<file path="src/hw/cid_defs.svh">
`ifndef CID_DEFS_SVH
`define CID_DEFS_SVH

// Special function register addresses seen by direct operands
`define CID_SFR_ACC 8'hE0
`define CID_SFR_B 8'hF0
`define CID_SFR_DPL 8'h82
`define CID_SFR_DPH 8'h83

// Reset values
`define CID_RST_BYTE 8'h00
`define CID_RST_PC 16'h0000

// Timing counts in instruction cycles
`define CID_CYC_ONE 4'h1
`define CID_CYC_TWO 4'h2

// Opcodes that the sequencer executes
`define CID_OP_NOP 8'h00
`define CID_OP_RL 8'h23
`define CID_OP_ADD_IMM 8'h24
`define CID_OP_ADDC_IMM 8'h34
`define CID_OP_JZ 8'h60
`define CID_OP_JNZ 8'h70
`define CID_OP_MOV_A_IMM 8'h74
`define CID_OP_SJMP 8'h80
`define CID_OP_MOV_DD 8'h85
`define CID_OP_MOV_PTR16 8'h90
`define CID_OP_MUL 8'hA4
`define CID_OP_XMOVE_RD 8'hE0
`define CID_OP_MOV_A_DIR 8'hE5
`define CID_OP_MOV_A_IND 8'hE6
`define CID_OP_XMOVE_WR 8'hF0
`define CID_OP_MOV_DIR_A 8'hF5
`define CID_OP_MOV_REG_A 8'hF8

`endif

</file>
<file path="src/hw/cid_pkg.sv">
package cid_pkg;
   typedef enum logic [1:0] {
      CID_REQ = 2'b00,
      CID_WAIT = 2'b01,
      CID_CAP = 2'b10,
      CID_EXEC = 2'b11
   } cid_state_e;
endpackage : cid_pkg

</file>
<file path="src/hw/cid_core.sv">
`timescale 1ns/1ps
`include "cid_defs.svh"
// What this block does
// RL1: Each instruction is one, two or three bytes long, and the length is known from the opcode.
// RL2: A one-byte instruction is the opcode alone with any operand implied by it.
// RL3: A two-byte instruction is the opcode followed by one operand byte.
// RL4: A three-byte instruction is the opcode then two operand bytes from consecutive addresses.
// RL5: A relative branch adds its signed 8-bit displacement to the program counter when taken.
// RL6: A direct operand is an 8-bit address naming internal data memory or a special register.
// RL7: A working register operand picks one of eight registers in the selected bank.
// RL8: An indirect pointer is register 0 or 1 of the current bank, holding the address used.
// RL9: External data moves take extra cycles set by a 3-bit timing field.
// RL10: Every instruction takes its tabulated byte and cycle count.
// RL11: Adds update carry, aux carry, overflow and parity; moves keep the first three.
// RL12: Multiply puts the product low byte in the accumulator, the high byte in the aux register.
// RL13: Rotate left turns the accumulator left by one bit without the carry.
module cid_core
   import cid_pkg::*;
(
   input wire logic core_clk,
   input wire logic nrst,
   output logic [15:0] progAddr,
   output logic progRd,
   input wire logic [7:0] progData,
   input wire logic [1:0] bankSel,
   input wire logic [2:0] external_move_timing_ctrl,
   output logic [15:0] data_pointer_pair,
   output logic xdataWr,
   output logic [7:0] xdataWdata,
   input wire logic [7:0] xdataRdata,
   output logic [7:0] accOut,
   output logic [7:0] auxRegOut,
   output logic carryFlag,
   output logic auxCarryFlag,
   output logic overflowFlag,
   output logic parityFlag,
   output logic instrDone,
   output logic [1:0] instrLen,
   output logic [3:0] instrCycles
);
   cid_state_e state, next_state;
   logic [15:0] pc, next_pc, next_dataPtr, next_progAddr;
   logic [7:0] opcode, next_opcode, op1, next_op1, op2, next_op2;
   logic [7:0] next_acc, next_b, next_xdataWdata;
   logic [1:0] byteIdx, next_byteIdx, next_instrLen, decLen;
   logic [3:0] waitCnt, next_waitCnt, next_instrCycles, decCycles;
   logic next_carry, next_aux, next_overflow, next_progRd, next_done, next_xdataWr;
   logic [7:0] idata [0:255];
   logic memWr;
   logic [7:0] memAddr, memData, regAddr, ptrAddr, ptrVal, srcVal, dstAddr, dstVal;
   logic dstEn;
   logic [8:0] sum9;
   logic [4:0] sumLow;
   logic [15:0] product;
   logic carryIn;

   cid_len_decode u_dec (
      .opcode(progData),
      .moveTiming(external_move_timing_ctrl),
      .byteLen(decLen),
      .cycles(decCycles)
   );

   ////////////////////////////////////////////////////////////////////
   // Operand addressing
   function automatic logic [7:0] readDirect(input logic [7:0] a);
      logic [7:0] v;
      v = 8'h00;
      if (!a[7]) begin
         v = idata[a]; // RL6
      end else if (a == `CID_SFR_ACC) begin
         v = accOut;
      end else if (a == `CID_SFR_B) begin
         v = auxRegOut;
      end else if (a == `CID_SFR_DPL) begin
         v = data_pointer_pair[7:0];
      end else if (a == `CID_SFR_DPH) begin
         v = data_pointer_pair[15:8];
      end
      return v;
   endfunction : readDirect

   assign regAddr = {3'b000, bankSel, opcode[2:0]}; // RL7
   assign ptrAddr = {3'b000, bankSel, 2'b00, opcode[0]}; // RL8
   assign ptrVal = idata[ptrAddr]; // RL8

   always_comb begin
      case (opcode[3:0])
         4'h4: srcVal = op1;
         4'h5: srcVal = readDirect(op1);
         4'h6, 4'h7: srcVal = idata[ptrVal]; // RL8
         default: srcVal = idata[regAddr]; // RL7
      endcase
   end

   assign carryIn = (opcode[7:4] == 4'h3) ? carryFlag : 1'b0;
   assign sum9 = {1'b0, accOut} + {1'b0, srcVal} + {8'h00, carryIn};
   assign sumLow = {1'b0, accOut[3:0]} + {1'b0, srcVal[3:0]} + {4'h0, carryIn};
   assign product = accOut * auxRegOut;

   ////////////////////////////////////////////////////////////////////
   // Fetch and execute sequencing
   always_comb begin
      next_state = state;
      next_pc = pc;
      next_opcode = opcode;
      next_op1 = op1;
      next_op2 = op2;
      next_byteIdx = byteIdx;
      next_waitCnt = waitCnt;
      next_instrLen = instrLen;
      next_instrCycles = instrCycles;
      next_acc = accOut;
      next_b = auxRegOut;
      next_dataPtr = data_pointer_pair;
      next_carry = carryFlag;
      next_aux = auxCarryFlag;
      next_overflow = overflowFlag;
      next_progRd = 1'b0;
      next_progAddr = progAddr;
      next_done = 1'b0;
      next_xdataWr = 1'b0;
      next_xdataWdata = xdataWdata;
      dstEn = 1'b0;
      dstAddr = op1;
      dstVal = accOut;
      memWr = 1'b0;
      memAddr = regAddr;
      memData = accOut;
      case (state)
         CID_REQ: begin
            next_progRd = 1'b1;
            next_progAddr = pc;
            next_pc = pc + 16'h0001;
            next_state = CID_WAIT;
         end
         CID_WAIT: begin
            next_state = CID_CAP;
         end
         CID_CAP: begin
            next_state = CID_REQ;
            if (byteIdx == 2'd0) begin
               next_opcode = progData;
               next_instrLen = decLen; // RL1
               next_instrCycles = decCycles;
               next_waitCnt = decCycles - 4'h1; // RL10
               if (decLen == 2'd1) begin
                  next_state = CID_EXEC; // RL2
               end else begin
                  next_byteIdx = 2'd1;
               end
            end else if (byteIdx == 2'd1) begin
               next_op1 = progData; // RL3
               if (instrLen == 2'd2) begin
                  next_state = CID_EXEC;
               end else begin
                  next_byteIdx = 2'd2;
               end
            end else begin
               next_op2 = progData; // RL4
               next_state = CID_EXEC;
            end
         end
         CID_EXEC: begin
            if (waitCnt != 4'h0) begin
               next_waitCnt = waitCnt - 4'h1; // RL9
            end else begin
               next_done = 1'b1;
               next_byteIdx = 2'd0;
               next_state = CID_REQ;
               casez (opcode)
                  `CID_OP_RL: next_acc = {accOut[6:0], accOut[7]}; // RL13
                  8'b0010_01??, 8'b0010_1???, 8'b0011_01??, 8'b0011_1???: begin
                     next_acc = sum9[7:0]; // RL11
                     next_carry = sum9[8];
                     next_aux = sumLow[4];
                     next_overflow = (accOut[7] == srcVal[7]) && (sum9[7] != accOut[7]);
                  end
                  `CID_OP_MOV_A_IMM, `CID_OP_MOV_A_DIR, 8'b1110_011?, 8'b1110_1???: begin
                     next_acc = srcVal; // RL11
                  end
                  `CID_OP_MOV_DD: begin
                     dstEn = 1'b1;
                     dstAddr = op2;
                     dstVal = readDirect(op1); // RL6
                  end
                  `CID_OP_MOV_DIR_A: begin
                     dstEn = 1'b1;
                  end
                  8'b1111_1???: begin
                     memWr = 1'b1; // RL7
                  end
                  `CID_OP_MUL: begin
                     next_acc = product[7:0]; // RL12
                     next_b = product[15:8];
                     next_carry = 1'b0;
                     next_overflow = (product[15:8] != 8'h00);
                  end
                  `CID_OP_SJMP: next_pc = pc + {{8{op1[7]}}, op1}; // RL5
                  `CID_OP_JZ, `CID_OP_JNZ: begin
                     if ((accOut == 8'h00) == (opcode == `CID_OP_JZ)) begin
                        next_pc = pc + {{8{op1[7]}}, op1}; // RL5
                     end
                  end
                  `CID_OP_MOV_PTR16: next_dataPtr = {op1, op2};
                  `CID_OP_XMOVE_RD: next_acc = xdataRdata;
                  `CID_OP_XMOVE_WR: begin
                     next_xdataWr = 1'b1;
                     next_xdataWdata = accOut;
                  end
                  default: next_acc = accOut;
               endcase
               // Upper direct range is special registers, never memory
               if (dstEn && !dstAddr[7]) begin
                  memWr = 1'b1; // RL6
                  memAddr = dstAddr;
                  memData = dstVal;
               end else if (dstEn && dstAddr == `CID_SFR_ACC) begin
                  next_acc = dstVal;
               end else if (dstEn && dstAddr == `CID_SFR_B) begin
                  next_b = dstVal;
               end else if (dstEn && dstAddr == `CID_SFR_DPL) begin
                  next_dataPtr = {data_pointer_pair[15:8], dstVal};
               end else if (dstEn && dstAddr == `CID_SFR_DPH) begin
                  next_dataPtr = {dstVal, data_pointer_pair[7:0]};
               end
            end
         end
         default: next_state = CID_REQ;
      endcase
   end

   always_ff @(posedge core_clk or negedge nrst) begin
      if (!nrst) begin
         state <= CID_REQ;
         pc <= `CID_RST_PC;
         opcode <= `CID_RST_BYTE;
         op1 <= `CID_RST_BYTE;
         op2 <= `CID_RST_BYTE;
         byteIdx <= 2'd0;
         waitCnt <= 4'h0;
         instrLen <= 2'd1;
         instrCycles <= `CID_CYC_ONE;
         accOut <= `CID_RST_BYTE;
         auxRegOut <= `CID_RST_BYTE;
         data_pointer_pair <= 16'h0000;
         carryFlag <= 1'b0;
         auxCarryFlag <= 1'b0;
         overflowFlag <= 1'b0;
         parityFlag <= 1'b0;
         progRd <= 1'b0;
         progAddr <= `CID_RST_PC;
         instrDone <= 1'b0;
         xdataWr <= 1'b0;
         xdataWdata <= `CID_RST_BYTE;
      end else begin
         state <= next_state;
         pc <= next_pc;
         opcode <= next_opcode;
         op1 <= next_op1;
         op2 <= next_op2;
         byteIdx <= next_byteIdx;
         waitCnt <= next_waitCnt;
         instrLen <= next_instrLen;
         instrCycles <= next_instrCycles;
         accOut <= next_acc;
         auxRegOut <= next_b;
         data_pointer_pair <= next_dataPtr;
         carryFlag <= next_carry;
         auxCarryFlag <= next_aux;
         overflowFlag <= next_overflow;
         parityFlag <= ^next_acc; // RL11
         progRd <= next_progRd;
         progAddr <= next_progAddr;
         instrDone <= next_done;
         xdataWr <= next_xdataWr;
         xdataWdata <= next_xdataWdata;
      end
   end

   // Memory has no reset; software must initialise it
   always_ff @(posedge core_clk) begin
      if (memWr) begin
         idata[memAddr] <= memData;
      end
   end

   ////////////////////////////////////////////////////////////////////
   logic [3:0] execCnt;
   logic [1:0] fetchCnt;
   always_ff @(posedge core_clk or negedge nrst) begin
      if (!nrst) begin
         execCnt <= 4'h0;
         fetchCnt <= 2'd0;
      end else begin
         execCnt <= (state == CID_EXEC) ? execCnt + 4'h1 : 4'h0;
         fetchCnt <= instrDone ? {1'b0, progRd} : fetchCnt + {1'b0, progRd};
      end
   end

   lenLegal_a: assert property (@(posedge core_clk) disable iff (!nrst) // RL1
      instrDone |-> (instrLen != 2'd0 && fetchCnt == instrLen))
      else $error("fetched bytes differ from decoded length");
   cycleCount_a: assert property (@(posedge core_clk) disable iff (!nrst) // RL10
      instrDone |-> execCnt == instrCycles)
      else $error("execute cycles differ from cycle count");
   directMove_a: assert property (@(posedge core_clk) disable iff (!nrst) // RL10
      instrDone && opcode == `CID_OP_MOV_DD |-> instrCycles == 4'h2 && instrLen == 2'd3)
      else $error("direct to direct move has wrong timing");
   moveStretch_a: assert property (@(posedge core_clk) disable iff (!nrst) // RL9
      instrDone && opcode == `CID_OP_XMOVE_RD |->
      instrCycles == 4'h1 + {1'b0, $past(external_move_timing_ctrl, 2)})
      else $error("external move not stretched");
   relBranch_a: assert property (@(posedge core_clk) disable iff (!nrst) // RL5
      instrDone && opcode == `CID_OP_SJMP |-> pc == $past(pc) + {{8{op1[7]}}, op1})
      else $error("relative branch target wrong");
   addFlags_a: assert property (@(posedge core_clk) disable iff (!nrst) // RL11
      instrDone && opcode == `CID_OP_ADD_IMM |->
      {carryFlag, accOut} == {1'b0, $past(accOut)} + {1'b0, op1} && parityFlag == ^accOut)
      else $error("add result or carry wrong");
   moveFlags_a: assert property (@(posedge core_clk) disable iff (!nrst) // RL11
      instrDone && opcode == `CID_OP_MOV_A_IMM |->
      $stable(carryFlag) && $stable(auxCarryFlag) && $stable(overflowFlag))
      else $error("move disturbed arithmetic flags");
   mulSplit_a: assert property (@(posedge core_clk) disable iff (!nrst) // RL12
      instrDone && opcode == `CID_OP_MUL |->
      {auxRegOut, accOut} == $past(accOut) * $past(auxRegOut))
      else $error("multiply product misplaced");
   rotLeft_a: assert property (@(posedge core_clk) disable iff (!nrst) // RL13
      instrDone && opcode == `CID_OP_RL |->
      accOut == {$past(accOut[6:0]), $past(accOut[7])} && $stable(carryFlag))
      else $error("rotate left wrong");
   bankReg_a: assert property (@(posedge core_clk) disable iff (!nrst) // RL7
      instrDone && opcode[7:3] == 5'b11111 |-> idata[regAddr] == accOut)
      else $error("working register not written");
   indPtr_a: assert property (@(posedge core_clk) disable iff (!nrst) // RL8
      instrDone && opcode[7:1] == 7'b1110011 |-> accOut == idata[ptrVal])
      else $error("indirect read wrong");
   dirStore_a: assert property (@(posedge core_clk) disable iff (!nrst) // RL6
      instrDone && opcode == `CID_OP_MOV_DIR_A && !op1[7] |-> idata[op1] == accOut)
      else $error("direct store wrong");
endmodule : cid_core

</file>
<file path="src/hw/cid_len_decode.sv">
`timescale 1ns/1ps
`include "cid_defs.svh"
module cid_len_decode
   import cid_pkg::*;
(
   input wire logic [7:0] opcode,
   input wire logic [2:0] moveTiming,
   output logic [1:0] byteLen,
   output logic [3:0] cycles
);
   ////////////////////////////////////////////////////////////////////
   always_comb begin
      byteLen = 2'd1; // RL2
      casez (opcode)
         8'h02, 8'h12, 8'h10, 8'h20, 8'h30, 8'h43, 8'h53, 8'h63, 8'h75, 8'h85,
         8'h90, 8'hB4, 8'hB5, 8'b1011011?, 8'b10111???, 8'hD5: begin
            byteLen = 2'd3; // RL4
         end
         8'b????0001, 8'h40, 8'h50, 8'h60, 8'h70, 8'h80, 8'h05, 8'h15,
         8'h24, 8'h34, 8'h44, 8'h54, 8'h64, 8'h74, 8'h94,
         8'h25, 8'h35, 8'h45, 8'h55, 8'h65, 8'h95, 8'hC5, 8'hE5, 8'hF5,
         8'h42, 8'h52, 8'h62, 8'h72, 8'h82, 8'h92, 8'hA0, 8'hA2, 8'hB0, 8'hB2,
         8'hC0, 8'hC2, 8'hD0, 8'hD2, 8'b0111011?, 8'b01111???, 8'b1000011?,
         8'b10001???, 8'b1010011?, 8'b10101???, 8'b11011???: begin
            byteLen = 2'd2; // RL3
         end
         default: begin
            byteLen = 2'd1; // RL2
         end
      endcase
   end

   ////////////////////////////////////////////////////////////////////
   always_comb begin
      cycles = (byteLen == 2'd1) ? `CID_CYC_ONE : `CID_CYC_TWO; // RL10
      casez (opcode)
         8'h74, 8'h24, 8'h34, 8'h44, 8'h54, 8'h64, 8'h94, 8'h75, 8'h90, 8'hE5,
         8'hF5, 8'b0111011?, 8'b01111???, 8'b10001???: begin
            cycles = `CID_CYC_ONE; // RL10
         end
         8'b0000011?, 8'b0001011?, 8'b0010011?, 8'b0011011?, 8'b0100011?,
         8'b0101011?, 8'b0110011?, 8'b1001011?, 8'b1100011?, 8'b1101011?,
         8'hA3, 8'h22, 8'h32: begin
            cycles = `CID_CYC_TWO; // RL10
         end
         // Stretch lets slow external data memory keep up
         8'hE0, 8'hF0, 8'b1110001?, 8'b1111001?: begin
            cycles = `CID_CYC_ONE + {1'b0, moveTiming}; // RL9
         end
         default: begin
            cycles = cycles;
         end
      endcase
   end
endmodule : cid_len_decode

</file>
<file path="config.mk">
export PLATFORM = sky130hd
export DESIGN_NAME = cid_core
export DESIGN_NICKNAME = d
export VERILOG_FILES = /design/src/hw/cid_pkg.sv /design/src/hw/cid_core.sv /design/src/hw/cid_len_decode.sv
export VERILOG_INCLUDE_DIRS = /design/src /design/src/hw
export SDC_FILE = /design/constraint.sdc
export NUM_CORES = 2
export LEC_CHECK = 0
export BUFFER_PORTS_ARGS = -buffer_cell sky130_fd_sc_hd__buf_4
export CORE_MARGIN = 4
export CORE_UTILIZATION = 59
export CTS_BUF_LIST = sky130_fd_sc_hd__clkbuf_4
export CTS_CLUSTER_SIZE = 24
export DETAILED_ROUTE_END_ITERATION = 10
export PLACE_DENSITY = 0.8
export SKIP_CTS_REPAIR_TIMING = 1
export SLEW_MARGIN = 0
export SYNTH_ARGS = -nofsm -noshare
export SYNTH_HDL_FRONTEND = slang
export SYNTH_SLANG_ARGS = --single-unit
</file>
<file path="constraint.sdc">
create_clock -name core_clk -period 15.2 [get_ports core_clk]
set_input_delay 1.52 -clock core_clk [delete_from_list [all_inputs] [get_ports core_clk]]
set_output_delay 1.52 -clock core_clk [all_outputs]
set_load 0.05 [all_outputs]
</file>
# Yosys cells after proc, flatten, opt, wreduce, memory -nomap -nowiden
# Memory sizes are Yosys's and may differ from the RTL's.
# Index checks and enable logic that the tools add are counted.
# W data, S select, Z words.
[totals]
mem_bits_rw = 2048
mem_count = 1
wordCells = 273
inputBits = 23
ff_bits = 117
output_inout_bits = 69
[classes]
n_reduce_logical = 38
mul = 1
mux = 70
eq_ne = 129
n_bitwise = 3
add_sub_neg = 9
[memory_table]
columns = ["memory", "words", "word_bits", "read_ports", "rd_ports_with_merged_regs", "wr", "line", "text"]
rows = [
  ["idata", 256, 8, 4, 0, 1, "cid_core.sv:48", "logic [7:0] idata [0:255];"],
]
[ops]
columns = ["op", "count"]
rows = [
  ["$eq A8 B8 Y1 const B", 40],
  ["$mux W8", 23],
  ["$eq A8 B7 Y1 const B", 22],
  ["$mux W16", 8],
  ["$eq A8 B6 Y1 const B", 9],
  ["$pmux W16 S2", 2],
  ["$eq A7 B7 Y1 const B", 9],
  ["$reduce_or A45 Y1", 1],
  ["$pmux W8 S5", 1],
  ["$eq A5 B5 Y1 const B", 6],
  ["$eq A7 B6 Y1 const B", 4],
  ["$eq A8 B5 Y1 const B", 3],
  ["$pmux W8 S3", 1],
  ["$reduce_and A3 Y1", 8],
  ["$mux W2", 10],
  ["$add A16 B1 Y16 const B", 1],
  ["$add A16 B16 Y16", 1],
  ["$eq A4 B3 Y1 const B", 4],
  ["$mul A8 B8 Y16", 1],
  ["$mux W1", 16],
  ["$reduce_or A16 Y1", 1],
  ["$eq A7 B5 Y1 const B", 2],
  ["$reduce_or A14 Y1", 1],
  ["$reduce_or A13 Y1", 1],
  ["44 further kinds", 75],
]

# Logic depth before layout (Yosys ltp)
[logic_depth]
word_depth = 15
ltp_mapped = 33

# By module
# From an unflattened synthesis, not the netlist that was laid out.
[unflattened]
hier_cells = 7007
hier_area_um2 = 102139.2
[by_module_without_submodules]
columns = ["mod", "cells_per_inst", "area_per_inst_um2", "n_inst", "seq_area_each_um2"]
rows = [
  ["cid_core", 6897, 101453.6, 1, 64429.3],
  ["cid_len_decode", 110, 685.7, 1, 0.0],
]

# Worst setup path after synthesis
# No wires, ideal clock.
[synth_timing]
path_type = "register to register"
startpoint = "register op1[0]"
endpoint = "memory idata[0][3] (data pin)"
setup_ns = 2.191
t_arrival_ns = 12.593
path_stages_with_launch = 12
period_less_slack_ns = 14.784
slack_ns = 0.416
cell_sequence = "dfrtp_1 clkbuf_1 buf_2 buf_2 buf_2 clkbuf_1 buf_1 mux2i_1 o22ai_1 a221o_1 mux2i_1 o21ai_0"
[synth_between]
elab_chain_len = 10
[synth_lines]
columns = ["element", "line", "text"]
rows = [
  ["start, declared", "cid_core.sv:43", "logic [7:0] opcode, next_opcode, op1, next_op1, op2, next_op2;"],
  ["start signal, assigned", "cid_core.sv:238", "op1 <= `CID_RST_BYTE;"],
  ["start signal, assigned", "cid_core.sv:260", "op1 <= next_op1;"],
  ["branches (longest 5 deep; another with $mem_v2 Z256 W8)", "--", ""],
  ["$mux W8 *", "--", ""],
  ["$mux W8 *", "cid_core.sv:171", "casez (opcode)"],
  ["$mux W8 *", "cid_core.sv:214", "if (dstEn && !dstAddr[7]) begin"],
  ["$mux W8 *", "cid_core.sv:165", "if (waitCnt != 4'h0) begin"],
  ["$mux W8 *", "cid_core.sv:130", "case (state)"],
  ["via memData[3]", "cid_core.sv:50", "logic [7:0] memAddr, memData, regAddr, ptrAddr, ptrVal, srcVal, dstAddr, dstVal;"],
  ["end, declared", "cid_core.sv:48", ""],
]
# Mark *: on every way through the listed nets, which the timed path passes.

# Final worst setup path
[layout_timing]
startpoint = "register opcode[0]"
endpoint = "register parityFlag"
[layout_between]
elab_chain_len = 11
[layout_lines]
columns = ["element", "line", "text"]
rows = [
  ["start, declared", "cid_core.sv:43", ""],
  ["start signal, assigned", "cid_core.sv:237", "opcode <= `CID_RST_BYTE;"],
  ["start signal, assigned", "cid_core.sv:259", "opcode <= next_opcode;"],
  ["$mem_v2 Z256 W8, or another cell as far along (2 in a row)", "--", ""],
  ["$pmux W8 S3, or another cell as far along", "cid_core.sv:88", "case (opcode[3:0])"],
  ["$add A8 B8 Y9, or another cell as far along", "cid_core.sv:97", "assign sum9 = {1'b0, accOut} + {1'b0, srcVal} + {8'h00, carryIn};"],
  ["$add A9 B1 Y9, or another cell as far along", "cid_core.sv:97", ""],
  ["$pmux W8 S5 or $logic_and A1 B1 Y1 (tied branches)", "--", ""],
  ["$mux W8", "cid_core.sv:218", "end else if (dstEn && dstAddr == `CID_SFR_ACC) begin"],
  ["$mux W8 *", "cid_core.sv:214", ""],
  ["$mux W8 *", "cid_core.sv:165", ""],
  ["$mux W8 *", "cid_core.sv:130", ""],
  ["via next_acc[6]", "cid_core.sv:44", "logic [7:0] next_acc, next_b, next_xdataWdata;"],
  ["$reduce_xor A8 Y1 *", "cid_core.sv:272", "parityFlag <= ^next_acc;"],
  ["end signal, assigned", "cid_core.sv:272", ""],
  ["end, declared", "cid_core.sv:36", "output logic parityFlag,"],
]
# Mark *: on every way through the listed nets, which the timed path passes. The rest lies on a longest branch. The select of a mux whose other input is x is not followed.
# A chain may end at the register's enable or synchronous reset.

==> summary.txt <==
Run status
  – Status: finished, violations left
  – Violated checks: design-rule violations, max-capacitance violations

Synthesis
  – Yosys reg bits: 2165
  – Post-synth EDFFs: approximately 2000
  – Register area share after synthesis: 63.7%
  – Simple-gate portion of the synthesized area: 13.9%
  – Most used DFF post-synth: edfxtp_1
  – Syn Std Cell Area: slightly above 100000 sq um
  – Syn avg cell area: 13.3 sq um
  – Largest family of logic cells by synthesized area: simple AND/OR/NAND/NOR gates
  – Multiplexer share of the synthesized area: about an eighth
  – Ys Warns: 0
  – XOR/XNOR Fraction of Synth Area: 0.346%
  – Fraction of registers with async set/reset: about 5.4%
  – Synth Area in Adders: 1.55%
  – Syn Inst Count: ~7600
  – Synth Area in Compound Gates: 5.32%
  – Yosys cell types: between 80 and 90

Placement
  – Port Buf Inserts: 91
  – Placed Area: between 100000 and 150000 sq um
  – Final HPWL DP: 197 mm
  – Post-Place Cells: 10600
  – GP Congestion: roughly 1.0

Critical path
  – Crit path largest cell delay: approximately 1.3 ns
  – R2R Setup Slk: between 5 and 6 ns
  – Setup CP Type: flip-flop to flip-flop
  – Crit. End Element: flip-flop
  – CP required: 16.50 ns
  – Crit path DAT: 11.20 ns
  – Worst-path maximum fanout: 174
  – Crit path max-delay cell type: nor4_1
  – Reg2Reg Depth: 25
  – Crit path launch type: flip-flop
  – Worst R2R End: parityFlag
  – Reg2reg start: opcode[0]

Floorplan
  – Die area: 178000 sq um
  – # IOs: 92
  – Num rows: 151
  – Core box area: 170000 sq um
  – Die Ht: 422 um
  – Initial Util: between 50% and 60%
  – Die Width: about 420 um

Clocking
  – TritonCTS clock tree: built
  – Worst-path clk slew: 0.08 ns
  – Clk sinks: about 2200
  – Worst-Skew Late Latency: 1.44 ns
  – CTS Buf Count: about 560
  – H-tree Lvls: 6
  – Longest Clk Path Bufs: 4
  – Root buf cell: clkbuf_4

Timing
  – WHS: 0.184 ns
  – Slew Limit Fails: 0
  – Unrepaired setup endpoints after global routing: false
  – Final Critical Period: 9.90 ns
  – Least-Margin Pin Slew: 1.48 ns
  – Layout Skew: 0.129 ns
  – Peak Freq: 101 MHz
  – Fin crit share: 65.2%
  – Final hold vios: 0
  – Rel. slew slack: 1.51%
  – Setup tns final: 0 ns
  – Final Setup Violations: 0

Routing
  – Residual DRC: 2
  – WL final: 317 mm
  – WL per Instance: 27.4 um
  – Detailed-route vias per instance: 6.48
  – Pre-antenna DRT Iters: 11
  – Post-route ant nets: 0
  – Initial drt markers: 12900
  – Via count: between 70000 and 80000

GRT
  – Initial antenna violation count: 28
  – Total gr overflow: 0
  – First-pass GRT wire length: 463 mm
  – Largest net degree at the start of global routing: approximately 260
  – Vias in the first global route: 73200
  – GRT Total Usage: 35.2%

Layout
  – Layout Nets: about 9100
  – Fin util: 67.5%
  – Fin cells: 11600
  – Area of the multi-input gates: 38200 sq um
  – Storage cell area: 64500 sq um
  – Filler Cell Count: 11700
  – P&R area growth vs syn: 13.5%
  – Layout cell share with drive strength beyond 1: 18.1%
  – Fin area: around 110000 sq um

Pwr
  – Worst VDD drop: approximately 0.16 mV
  – Flop pwr share: 39.2%
  – Clock network fraction of total power: 22.6%
  – Pwr dens: 187 nW/um^2
  – Comb pwr share: 38.2%
  – Psw: 8.34 mW
  – Switching power share of the total: 38.8%
  – P_leak: 42.2 nW
  – P_int: 13.2 mW

Hold path
  – Min-delay worst type: primary input to asynchronous set/reset pin

Flow run
  – Max-cap violations: 1
## logic make-up (layout without fill, tap and decap cells)
| family | after synthesis | in the layout |
|---|---|---|
| AND/OR/NAND/NOR | 3267 | 3267 |
| buffers and inverters | 616 | 1305 |
| flip-flops | 2165 | 2165 |
| multiplexers | 668 | 668 |
| other | 1 | 1051 |
| XOR/XNOR | 35 | 35 |
| adder cells (fa/ha/maj) | 102 | 102 |
| AO/OA/AOI/OAI | 775 | 775 |
## critical path: cells and delay by family (launching register included)
family / cells / cell delay, ns
AND/OR/NAND/NOR: 3 / 1.65
multiplexers: 2 / 1.14
XOR/XNOR: 3 / 0.87
flip-flops: 1 / 0.80
buffers and inverters: 5 / 2.18
adder cells (fa/ha/maj): 2 / 0.62
AO/OA/AOI/OAI: 10 / 2.17
## power by group through the flow
stage	clock network [mW]	registers [mW]	logic, mW
2_1_floorplan	0	8.93	4.96
3_3_place_gp	0	8.49	7.67
3_5_place_dp	0	8.54	7.82
4_1_cts	4.90	8.42	7.85
5_1_grt	5.24	8.49	8.48
6_report	4.86	8.43	8.21
## cells in the final DEF, fill, tap and decap left out, types with 44 or more instances in the layout
master / Yosys / routed
edfxtp_1: 2048 / 2048
nand2_1: 1855 / 1853
conb_1: 1 / 1024
clkbuf_4: 0 / 783
nand3_1: 739 / 739
mux4_2: 476 / 469
nor2_1: 304 / 292
buf_4: 3 / 278
a21oi_1: 143 / 143
a31oi_1: 142 / 141
mux2i_1: 132 / 130
and3_1: 115 / 115
clkinv_1: 2 / 108
dfrtp_1: 115 / 108
a311oi_1: 86 / 86
inv_1: 83 / 83
o21ai_0: 89 / 83
nand4_1: 76 / 76
ha_1: 63 / 63
a32oi_1: 61 / 61
mux2_2: 45 / 45
a22oi_1: 44 / 44
## worst max-delay path by stage
stage | depth (start not counted) | endpoint | start
3_5_place_dp | 23 | parityFlag | bankSel[0]
4_1_cts | 24 | parityFlag | opcode[0]
5_1_grt | 24 | parityFlag | opcode[0]
6_report | 25 | parityFlag | opcode[0]
2_1_floorplan | 11 | idata[0][3] | op1[0]
3_3_place_gp | 23 | parityFlag | bankSel[0]
## layer usage
layer	global-route usage [%]	share of wire [%]	vias to the layer above	wire, um
li1	-	-	31100	-
met2	50.6	43	6639	137000
met1	43.4	32	35900	102000
met5	0.780	0.10	-	316
met3	15.1	17	1523	52600
met4	23.6	7.9	24	25200
## registers in the layout, summed over array words and instances (netlist names)
register,flops
parityFlag,1
data_pointer_pair,16
op1,8
auxRegOut,8
carryFlag,1
progRd,1
state,2
instrCycles,4
accOut,8
overflowFlag,1
pc,16
auxCarryFlag,1
idata,2048
instrLen,2
byteIdx,2
xdataWdata,8
op2,8
opcode,8
progAddr,16
xdataWr,1
instrDone,1
waitCnt,4
## synthesized netlist by cell type (7+ instances only)
| master | instances | area (sq um) |
|---|---|---|
| buf_1 | 89 | 334 |
| nand4_1 | 76 | 475 |
| a311oi_1 | 86 | 753 |
| edfxtp_1 | 2048 | 61500 |
| mux4_2 | 476 | 10700 |
| nand2_1 | 1855 | 6960 |
| xnor2_1 | 26 | 228 |
| a22o_1 | 19 | 166 |
| a221oi_1 | 24 | 210 |
| mux2_2 | 45 | 507 |
| a32oi_1 | 61 | 534 |
| inv_1 | 83 | 312 |
| a31oi_1 | 142 | 888 |
| a21oi_1 | 143 | 716 |
| a211oi_1 | 15 | 113 |
| dfrtp_1 | 115 | 2880 |
| buf_2 | 203 | 1020 |
| nor3b_1 | 9 | 67.6 |
| fa_1 | 39 | 781 |
| o21ai_0 | 89 | 445 |
| nand3_1 | 739 | 3700 |
| o211ai_1 | 7 | 52.6 |
| nor3_1 | 34 | 170 |
| mux2_1 | 11 | 124 |
| nand2b_1 | 19 | 119 |
| nor2_1 | 304 | 1140 |
| and2_1 | 44 | 275 |
| nor4_1 | 24 | 150 |
| a21o_1 | 10 | 75.1 |
| and3_1 | 115 | 719 |
| a2111oi_0 | 9 | 78.8 |
| clkbuf_1 | 230 | 863 |
| o22ai_1 | 32 | 200 |
| nor2b_1 | 16 | 100 |
| o31ai_1 | 10 | 75.1 |
| or3_1 | 9 | 56.3 |
| a22oi_1 | 44 | 330 |
| mux2i_1 | 132 | 1320 |
| ha_1 | 63 | 788 |
| a21boi_0 | 7 | 52.6 |
| o21bai_1 | 14 | 105 |
## through the flow
stage | setup WS, ns | power, mW
floorplan | 0.416 | 13.9
detailed placement | 5.37 | 16.4
CTS | 5.67 | 21.2
global placement | 5.47 | 16.2
global route | 5.07 | 22.2
finish | 5.30 | 21.5
## final cells by class
type | instances | area share, %
tap | 2218 | 2.42
antenna | 27 | 0.0588
multi-input combinational | 5871 | 33.3
inverter | 85 | 0.278
clock buffer | 783 | 5.12
clock inverter | 147 | 0.691
sequential | 2165 | 56.1
timing repair buffer | 290 | 2.03
(Power assumes the default switching activity.)
